File: src/shared/usb_chan_pkg.sv
// constants and carrier types for the host channel result/config block
package usb_chan_pkg;
  localparam int ADDR_W = 12;
  localparam int IDX_LSB = 2;
  localparam int LEN_W = 10;
  localparam int TOT_W = 32;
  // register indices; byte address is four times the index
  localparam logic [9:0] IDX_RESULT = 10'h18E;
  localparam logic [9:0] IDX_CONFIG = 10'h190;
  localparam logic [9:0] IDX_EVENT = 10'h198;
  localparam logic [1:0] AXI_OKAY = 2'h0;
  localparam logic [1:0] AXI_SLVERR = 2'h2;
  // result codes
  localparam logic [2:0] RES_CLEAN = 3'h0;
  localparam logic [2:0] RES_STALL = 3'h1;
  localparam logic [2:0] RES_OVERRUN = 3'h2;
  localparam logic [2:0] RES_UNDERRUN = 3'h3;
  localparam logic [2:0] RES_RETRY = 3'h4;
  // field positions
  localparam int RESULT_LSB = 4;
  localparam int RESULT_MSB = 6;
  localparam int CFG_ACK_LSB = 4;
  localparam int CFG_ACK_MSB = 7;
  localparam int CFG_SPEED_LSB = 2;
  localparam int CFG_SPEED_MSB = 3;
  localparam int CFG_TOGGLE_BIT = 1;
  localparam int CFG_LAUNCH_BIT = 0;
  localparam int EVT_ACK_BIT = 0;
  localparam int EVT_STOP_BIT = 1;
  // peer speed codes; codes at or above SPEED_FIRST_BAD are prohibited
  localparam logic [1:0] SPEED_HS = 2'h0;
  localparam logic [1:0] SPEED_FS = 2'h1;
  localparam logic [1:0] SPEED_FIRST_BAD = 2'h2;
  localparam logic [7:0] CONFIG_RESET = 8'h00;
  localparam logic [3:0] ACK_CODE_FULL = 4'h0;
  localparam logic [4:0] ACK_FULL_COUNT = 5'h10;

  typedef struct packed {
    logic no_response;
    logic pid_check_err;
    logic pid_invalid;
    logic stall;
    logic crc_err;
    logic stuff_err;
    logic toggle_mismatch;
  } pkt_status_type;

  typedef struct packed {
    logic [3:0] ack_code;
    logic [1:0] speed;
    logic toggle;
    logic launch;
  } chan_cfg_type;

  typedef enum logic [1:0] {
    WR_COLLECT = 2'b01,
    WR_RESP = 2'b10
  } wr_state_type;
endpackage

File: src/hw/usb_host_channel_result_config.sv
// host channel result code and basic configuration with AXI4-Lite slave
`timescale 1ns/10ps
`default_nettype none
module usb_host_channel_result_config #(
  parameter int LEN_W = usb_chan_pkg::LEN_W,
  parameter int TOT_W = usb_chan_pkg::TOT_W
) (
  input wire logic clk, // system clock, 250 MHz
  input wire logic reset_n, // synchronous reset, active low
  input wire logic awvalid, // write address valid
  output logic awready, // write address ready
  input wire logic [usb_chan_pkg::ADDR_W-1:0] awaddr, // write address
  input wire logic [2:0] awprot, // unused protection
  input wire logic wvalid, // write data valid
  output logic wready, // write data ready
  input wire logic [31:0] wdata, // write data
  input wire logic [3:0] wstrb, // byte strobes
  output logic bvalid, // write response valid
  input wire logic bready, // write response ready
  output logic [1:0] bresp, // write response
  input wire logic arvalid, // read address valid
  output logic arready, // read address ready
  input wire logic [usb_chan_pkg::ADDR_W-1:0] araddr, // read address
  input wire logic [2:0] arprot, // unused protection
  output logic rvalid, // read data valid
  input wire logic rready, // read data ready
  output logic [31:0] rdata, // read data
  output logic [1:0] rresp, // read response
  input wire logic ctl_done, // control-channel transfer ended
  input wire usb_chan_pkg::pkt_status_type ctl_status, // end checks
  input wire logic [LEN_W-1:0] ctl_rx_len, // last packet length
  input wire logic [LEN_W-1:0] ctl_max_pkt, // max packet size
  input wire logic [TOT_W-1:0] ctl_rx_total, // bytes received
  input wire logic [TOT_W-1:0] ctl_budget, // transfer byte budget
  input wire logic txn_busy, // general transaction in flight
  input wire logic txn_end, // general transaction ended
  input wire logic xfer_complete, // whole budget moved
  input wire logic ack_pulse, // ACK on general channel
  input wire logic bot_active, // bulk-only assist running
  input wire logic ack_is_data, // ACK from data transport
  input wire logic toggle_upd, // engine toggle update strobe
  input wire logic toggle_val, // engine toggle value
  output usb_chan_pkg::chan_cfg_type chan_cfg, // settings to engine
  output logic [2:0] ctl_result, // current result code
  output logic ack_count_reached_flag, // sticky ACK target flag
  output logic stop_done_flag // sticky stop-done flag
);
  typedef struct packed {
    usb_chan_pkg::wr_state_type wr_state;
    logic aw_got;
    logic w_got;
    logic [9:0] w_idx;
    logic [7:0] w_byte;
    logic w_lane0;
    logic [1:0] bresp;
    logic rvalid;
    logic [7:0] rbyte;
    logic [1:0] rresp;
    logic [2:0] result;
    usb_chan_pkg::chan_cfg_type cfg;
    logic ack_flag;
    logic stop_flag;
    logic stop_pending;
  } state_type;

  state_type state_q;
  state_type state_d;
  logic [2:0] class_code;
  logic ack_reached;
  logic launch_rise;
  logic aw_take;
  logic w_take;
  logic commit;
  logic [9:0] c_idx;
  logic [7:0] c_byte;
  logic c_lane0;
  logic [9:0] r_idx;
  logic [1:0] new_speed;

  result_classifier #(
    .LEN_W(LEN_W),
    .TOT_W(TOT_W)
  ) u_classify (
    .status(ctl_status),
    .rx_len(ctl_rx_len),
    .max_pkt(ctl_max_pkt),
    .rx_total(ctl_rx_total),
    .budget(ctl_budget),
    .code(class_code)
  );

  ack_counter #(
    .CNT_W(5)
  ) u_acks (
    .clk(clk),
    .reset_n(reset_n),
    .restart(launch_rise),
    .ack_pulse(ack_pulse),
    .bot_active(bot_active),
    .ack_is_data(ack_is_data),
    .target_code(state_q.cfg.ack_code),
    .reached(ack_reached)
  );

  ////////////////////////////////////////////////////////////////////////
  // bus handshakes
  assign awready = (state_q.wr_state == usb_chan_pkg::WR_COLLECT) &&
                   !state_q.aw_got;
  assign wready = (state_q.wr_state == usb_chan_pkg::WR_COLLECT) &&
                  !state_q.w_got;
  assign arready = !state_q.rvalid;
  assign aw_take = awvalid && awready;
  assign w_take = wvalid && wready;
  assign commit = (state_q.aw_got || aw_take) && (state_q.w_got || w_take);
  assign c_idx = state_q.aw_got ? state_q.w_idx :
                 awaddr[usb_chan_pkg::ADDR_W-1:usb_chan_pkg::IDX_LSB];
  assign c_byte = state_q.w_got ? state_q.w_byte : wdata[7:0];
  assign c_lane0 = state_q.w_got ? state_q.w_lane0 : wstrb[0];
  assign r_idx = araddr[usb_chan_pkg::ADDR_W-1:usb_chan_pkg::IDX_LSB];
  assign new_speed =
    c_byte[usb_chan_pkg::CFG_SPEED_MSB:usb_chan_pkg::CFG_SPEED_LSB];

  ////////////////////////////////////////////////////////////////////////
  // next state
  always_comb begin
    state_d = state_q;
    launch_rise = 1'b0;
    // write channel: address and data may arrive in either order
    case (state_q.wr_state)
      usb_chan_pkg::WR_COLLECT: begin
        if (aw_take) begin
          state_d.aw_got = 1'b1;
          state_d.w_idx =
            awaddr[usb_chan_pkg::ADDR_W-1:usb_chan_pkg::IDX_LSB];
        end
        if (w_take) begin
          state_d.w_got = 1'b1;
          state_d.w_byte = wdata[7:0];
          state_d.w_lane0 = wstrb[0];
        end
        if (commit) begin
          state_d.wr_state = usb_chan_pkg::WR_RESP;
          state_d.aw_got = 1'b0;
          state_d.w_got = 1'b0;
          state_d.bresp = (c_idx == usb_chan_pkg::IDX_RESULT ||
                           c_idx == usb_chan_pkg::IDX_CONFIG ||
                           c_idx == usb_chan_pkg::IDX_EVENT) ?
                          usb_chan_pkg::AXI_OKAY : usb_chan_pkg::AXI_SLVERR;
        end
      end
      usb_chan_pkg::WR_RESP: begin
        if (bready) begin
          state_d.wr_state = usb_chan_pkg::WR_COLLECT;
        end
      end
      default: begin
        state_d.wr_state = usb_chan_pkg::WR_COLLECT;
      end
    endcase

    // engine side first so a software write in the same cycle wins; its toggle bit only while txn_busy is low
    if (toggle_upd) begin
      state_d.cfg.toggle = toggle_val;
    end
    if (xfer_complete) begin
      state_d.cfg.launch = 1'b0;
    end

    // writes to the result index are accepted and dropped
    if (commit && c_lane0) begin
      if (c_idx == usb_chan_pkg::IDX_CONFIG) begin
        state_d.cfg.ack_code =
          c_byte[usb_chan_pkg::CFG_ACK_MSB:usb_chan_pkg::CFG_ACK_LSB];
        // prohibited speed codes keep the previous setting
        if (new_speed < usb_chan_pkg::SPEED_FIRST_BAD) begin
          state_d.cfg.speed = new_speed;
        end
        // a running transaction owns the live toggle value
        if (!txn_busy) begin
          state_d.cfg.toggle = c_byte[usb_chan_pkg::CFG_TOGGLE_BIT];
        end
        if (c_byte[usb_chan_pkg::CFG_LAUNCH_BIT] && !state_q.cfg.launch) begin
          state_d.cfg.launch = 1'b1;
          state_d.stop_pending = 1'b0;
          launch_rise = 1'b1;
        end else if (!c_byte[usb_chan_pkg::CFG_LAUNCH_BIT] &&
                     state_q.cfg.launch) begin
          state_d.cfg.launch = 1'b0;
          state_d.stop_pending = txn_busy;
        end
      end
      if (c_idx == usb_chan_pkg::IDX_EVENT) begin
        if (c_byte[usb_chan_pkg::EVT_ACK_BIT]) begin
          state_d.ack_flag = 1'b0;
        end
        if (c_byte[usb_chan_pkg::EVT_STOP_BIT]) begin
          state_d.stop_flag = 1'b0;
        end
      end
    end

    // hardware sets after the clear so a same-cycle event is kept
    if (ack_reached) begin
      state_d.ack_flag = 1'b1;
    end
    if (txn_end && state_q.stop_pending) begin
      state_d.stop_flag = 1'b1;
      state_d.stop_pending = 1'b0;
    end

    if (ctl_done) begin
      state_d.result = class_code;
    end

    // read channel
    if (state_q.rvalid && rready) begin
      state_d.rvalid = 1'b0;
    end
    if (arvalid && arready) begin
      state_d.rvalid = 1'b1;
      state_d.rresp = usb_chan_pkg::AXI_OKAY;
      case (r_idx)
        usb_chan_pkg::IDX_RESULT: begin
          state_d.rbyte = 8'h00;
          state_d.rbyte[usb_chan_pkg::RESULT_MSB:usb_chan_pkg::RESULT_LSB] =
            state_q.result;
        end
        usb_chan_pkg::IDX_CONFIG: begin
          state_d.rbyte = state_q.cfg;
        end
        usb_chan_pkg::IDX_EVENT: begin
          state_d.rbyte = 8'h00;
          state_d.rbyte[usb_chan_pkg::EVT_ACK_BIT] = state_q.ack_flag;
          state_d.rbyte[usb_chan_pkg::EVT_STOP_BIT] = state_q.stop_flag;
        end
        default: begin
          state_d.rbyte = 8'h00;
          state_d.rresp = usb_chan_pkg::AXI_SLVERR;
        end
      endcase
    end
  end

  always_ff @(posedge clk) begin
    if (!reset_n) begin
      state_q <= '0;
      state_q.wr_state <= usb_chan_pkg::WR_COLLECT;
      state_q.cfg <= usb_chan_pkg::CONFIG_RESET;
      state_q.result <= usb_chan_pkg::RES_CLEAN;
    end else begin
      state_q <= state_d;
    end
  end

  ////////////////////////////////////////////////////////////////////////
  // outputs
  assign bvalid = (state_q.wr_state == usb_chan_pkg::WR_RESP);
  assign bresp = state_q.bresp;
  assign rvalid = state_q.rvalid;
  assign rdata = {24'h000000, state_q.rbyte};
  assign rresp = state_q.rresp;
  assign chan_cfg = state_q.cfg;
  assign ctl_result = state_q.result;
  assign ack_count_reached_flag = state_q.ack_flag;
  assign stop_done_flag = state_q.stop_flag;
endmodule
`default_nettype wire

File: src/hw/result_classifier.sv
// classifies how a control-channel transfer ended into a result code
`timescale 1ns/10ps
`default_nettype none
module result_classifier #(
  parameter int LEN_W = usb_chan_pkg::LEN_W,
  parameter int TOT_W = usb_chan_pkg::TOT_W
) (
  input wire usb_chan_pkg::pkt_status_type status, // packet checks
  input wire logic [LEN_W-1:0] rx_len, // bytes in last packet
  input wire logic [LEN_W-1:0] max_pkt, // max packet size
  input wire logic [TOT_W-1:0] rx_total, // bytes received so far
  input wire logic [TOT_W-1:0] budget, // transfer byte budget
  output logic [2:0] code // classified result
);
  logic over;
  logic short_pkt;
  logic under;
  logic both_err;

  always_comb begin
    over = (rx_len > max_pkt) || (rx_total > budget);
    short_pkt = rx_len < max_pkt;
    under = short_pkt && (rx_total < budget);
    both_err = status.crc_err && status.stuff_err;
    // link-level failures come first: no packet to judge
    if (status.no_response || status.pid_check_err || status.pid_invalid) begin
      code = usb_chan_pkg::RES_RETRY;
    end else if (status.stall) begin
      code = usb_chan_pkg::RES_STALL;
    end else if ((over || under) && both_err) begin
      code = usb_chan_pkg::RES_RETRY;
    end else if (short_pkt && status.toggle_mismatch) begin
      code = usb_chan_pkg::RES_RETRY;
    end else if (over) begin
      code = usb_chan_pkg::RES_OVERRUN;
    end else if (under) begin
      code = usb_chan_pkg::RES_UNDERRUN;
    end else if (status.crc_err || status.stuff_err ||
                 status.toggle_mismatch) begin
      code = usb_chan_pkg::RES_RETRY;
    end else begin
      code = usb_chan_pkg::RES_CLEAN;
    end
  end
endmodule
`default_nettype wire

File: src/hw/ack_counter.sv
// counts ACKs on the general channel up to the programmed target
`timescale 1ns/10ps
`default_nettype none
module ack_counter #(
  parameter int CNT_W = 5
) (
  input wire logic clk, // system clock
  input wire logic reset_n, // synchronous reset, active low
  input wire logic restart, // new transaction launched
  input wire logic ack_pulse, // one ACK seen
  input wire logic bot_active, // bulk-only assist running
  input wire logic ack_is_data, // ACK belongs to data transport
  input wire logic [3:0] target_code, // programmed count code
  output logic reached // one-cycle pulse on target met
);
  typedef struct packed {
    logic [CNT_W-1:0] count;
    logic reached;
  } ack_state_type;

  ack_state_type state_q;
  ack_state_type state_d;
  logic [CNT_W-1:0] target;
  logic counted;

  always_comb begin
    state_d = state_q;
    state_d.reached = 1'b0;
    target = (target_code == usb_chan_pkg::ACK_CODE_FULL) ?
             CNT_W'(usb_chan_pkg::ACK_FULL_COUNT) : CNT_W'(target_code);
    // assist traffic for CBW/CSW must not advance the count
    counted = ack_pulse && (!bot_active || ack_is_data);
    if (restart) begin
      state_d.count = '0;
    end else if (counted) begin
      if (state_q.count + CNT_W'(1) == target) begin
        state_d.count = '0;
        state_d.reached = 1'b1;
      end else begin
        state_d.count = state_q.count + CNT_W'(1);
      end
    end
  end

  always_ff @(posedge clk) begin
    if (!reset_n) begin
      state_q <= '0;
    end else begin
      state_q <= state_d;
    end
  end

  assign reached = state_q.reached;
endmodule
`default_nettype wire

File: config.mk
export PLATFORM = sky130hd
export DESIGN_NAME = usb_host_channel_result_config
export DESIGN_NICKNAME = d
export VERILOG_FILES = /design/src/shared/usb_chan_pkg.sv /design/src/hw/usb_host_channel_result_config.sv /design/src/hw/result_classifier.sv /design/src/hw/ack_counter.sv
export SDC_FILE = /design/constraint.sdc
export NUM_CORES = 1
export LEC_CHECK = 0
export BUFFER_PORTS_ARGS = -buffer_cell sky130_fd_sc_hd__buf_2
export CORE_ASPECT_RATIO = 1.25
export CORE_MARGIN = 2
export CORE_UTILIZATION = 45
export DETAILED_ROUTE_END_ITERATION = 12
export PLACE_DENSITY = 0.82
export SLEW_MARGIN = 10
export SYNTH_ARGS = -nofsm -noshare
export SYNTH_HDL_FRONTEND = slang
export SYNTH_SLANG_ARGS = --single-unit
export TNS_END_PERCENT = 20
File: constraint.sdc
create_clock -name clk -period 2.4 [get_ports clk]
set_clock_uncertainty 0.05 [all_clocks]
set_input_delay 0 -clock clk [delete_from_list [all_inputs] [get_ports clk]]
set_output_delay 0 -clock clk [all_outputs]
set_load 0.05 [all_outputs]
==> metrics <==
status finished clean; Slew @ Worst Pin 0.558 ns; DIE AREA 0.00956 mm^2; IO Pins 227; mux cell area share after synthesis 3.92%; Synthesis Warnings 0; CTS Buf Count 5; adder-cell share of the synthesized area 14.2%; DR top layer met4; Diodes inserted 0; CP Buf/Inv Count 0; XOR/XNOR Fraction of Synth Area 1.90%; Hold Path End u_acks.reached$_SDFF_PP0_; f_max 446 MHz; Seq/Total Area, Yosys 27.3%; post-route cell area 0.00514 mm^2; compound-cell area share of the yosys netlist 14.8%; CP Max Fanout 6; total power 2320 uW; Final ANT Viol Nets 0; initial antenna violation count 0; Via density 5.02; Post-synth ARST share 0%; Residual DRC 0; Synth area leaders dfxtp_1, ha_1, buf_4; first-pass GRT wire length 16,500 um; hold depth 3; Critical-path top delay cell a2111o_1; initial drt markers 165; PD cells 452 mW/mm^2; largest net degree at the start of global routing 17; Util after Layout 59.7%; WL final 10,400 um; GRT overflow 0; Max-Cap Viols 0; DR WL met3 599 um; worst skew pair latency 0.31 ns; postcts setup bufs 0; Simple-Gate Fraction of Synth Area 22.7%; Post-synth top flop dfxtp_1; Worst Setup Start Kind flop; min-delay worst type in2reg; layout cells sized above 1 27.3%; WL/cell 12.8 um; root buffer cell clkbuf_8; flop2flop setup slack 0.16 ns; RD Place Congestion 0.842; GRT Total Usage 21.6%; # clock sinks 54; crit-path cells ha_1 > and3_2 > xnor2_1 > nand3b_1 > a2111o_1 > and2_1 > mux2i_1 > nor2_1; HPWL after detailed placement 8270 um; DR vias 4,085; Synth Cell Area 0.00396 mm^2; DP Area 0.00466 mm^2; flops & latches, synth 54; r2r startpoint u_acks.state_q[1]$_SDFFE_PP0P_; area growth from synthesis to layout 30.0%; post-synth top area cell dfxtp_1; Setup CP Type reg2reg; largest family of logic cells by synthesized area simple AND/OR/NAND/NOR gates; Cell Rows 38; Die Y 109 um; DR pass1 iterations 4; metal2 WL 5630 um; total number of H-tree levels 2; RSZ-0062 raised after global routing false; vias in the first global route 3,816; reg2reg end u_acks.state_q[1]$_SDFFE_PP0P_; Syn Inst Count 514; fin nets 911; Clock Path Buffers 2; cell family with most CP delay simple AND/OR/NAND/NOR gates; Synth top area share 27.3%; setup_tns 0 ns; Crit path largest cell delay 0.50 ns; Final Setup Violations 0; final hold violations 0; core area 0.00861 mm^2; initial core utilization 46.0%; fin crit share 93.5%; P_leak 0.00258 uW; number of port buffers 163; fin. max-slew vios 0; CTS tree yes; Reg clk slew, reported paths 0.09 ns; CP arrival 2.40 ns; EDFF count, synth 0; cells on worst reg2reg path 8; Die Wd 87.9 um; max-slew headroom at the worst pin 62.3%; Synth Area per Inst 7.69 um^2; CP endpoint kind flop; final hold slack 0.0323 ns; Period minus WS final 2.24 ns; M1 wire length 3950 um; Required @ worst endpoint 2.55 ns; CP startpoint u_acks.state_q[1]$_SDFFE_PP0P_; Peak VDD IR 0.255 mV; distinct cell type count after synthesis 56; hold path start ack_is_data
==> registers in the layout (all words and copies together) (netlist names) <==
signal                  count
u_acks.reached              1
rresp                       1
ctl_result                  3
ack_count_reached_flag      1
bresp                       1
rvalid                      1
rdata                       8
stop_done_flag              1
chan_cfg                    8
u_acks.state_q              5
state_q                    24
==> through the flow <==
step	instances	setup WS, ns
floorplan	539	0.365
global placement	770	0.293
detailed placement	770	0.228
CTS	813	0.173
global route	813	0.00116
finish	813	0.155
==> metal layers <==
metal,vias up,GRT usage (%)
li1,2042,-
met1,1861,23.1
met2,165,42.0
met3,17,3.03
met4,0,7.47
met5,-,0
==> power breakdown <==
group | total, uW | internal [uW] | switching (uW)
Combinational | 727 | 288 | 439
Sequential | 971 | 940 | 31.2
Clock | 625 | 334 | 291
==> cell type report <==
cell class              count  area (um^2)
fillers                   754         3470
multi-input cells         375         2380
repair buffers            205         1220
flip-flops and latches     54         1080
inverters                  52          195
well taps                 120          150
clock buffers               6         82.6
clock inverters             1         30.0
==> how the worst max path moves through the flow <==
stage                                           to  slack [ns]  cells past startpoint
floorplan           u_acks.state_q[1]$_SDFFE_PP0P_        0.37                      8
global placement    u_acks.state_q[3]$_SDFFE_PP0P_        0.29                      8
detailed placement  u_acks.state_q[1]$_SDFFE_PP0P_        0.23                      8
CTS                 u_acks.state_q[1]$_SDFFE_PP0P_        0.17                      8
global route        u_acks.state_q[3]$_SDFFE_PP0P_       0.001                      8
finish              u_acks.state_q[1]$_SDFFE_PP0P_        0.16                      8
==> placed cells by master, fill, tap and decap left out, types with 6 or more instances in the layout <==
cell / instances
a21oi_1: 58
buf_2: 163
buf_4: 6
clkbuf_8: 6
conb_1: 26
dfxtp_1: 54
dlygate4sd3_1: 36
ha_1: 45
inv_1: 52
mux2i_1: 11
nand2_1: 74
nand3_1: 11
nand4_1: 7
nor2_1: 38
nor2b_1: 9
nor3_1: 9
o21ai_0: 15
==> worst reg2reg max path, cell delays in order, from the launching register on <==
cell      delay [ns]
dfxtp_1         0.37
ha_1            0.27
and3_2          0.26
xnor2_1         0.21
nand3b_1        0.11
a2111o_1        0.50
and2_1          0.19
mux2i_1         0.12
nor2_1          0.05
==> synth_stat cells, types with 2 or more instances <==
master     n
mux2i_1   11
nand2_1   74
o21ai_0   15
nor3_1     9
o211ai_1   3
nor2b_1    9
nand3b_1   5
nand3_1   11
dfxtp_1   54
buf_2      3
nand4b_1   5
nor2_1    38
nand2b_1   3
nand4_1    7
buf_4     47
o21a_1     2
a221oi_1   5
a22oi_1    3
mux2_2     4
a211oi_1   3
xor2_1     2
clkbuf_1   6
a21oi_1   58
inv_1     52
xnor2_1    4
nor4b_1    4
ha_1      45
nor4_1     4
==> what timing repair did <==
action                     in CTS  in global routing
hold buffers                   36                  0
setup endpoints to repair       0                  1
resized for setup               0                  1
hold endpoints to repair       32                  0
==> kinds of logic after synthesis <==
family | Yosys count
muxes | 15
DFF | 54
xor gates and xnor gates | 7
AOI/OAI and AO/OA | 101
and+or+nand+nor | 181
buffers and inverters | 110
adders and majority gates | 45
other | 1
No activity file was read; power rests on OpenSTA's default activity.
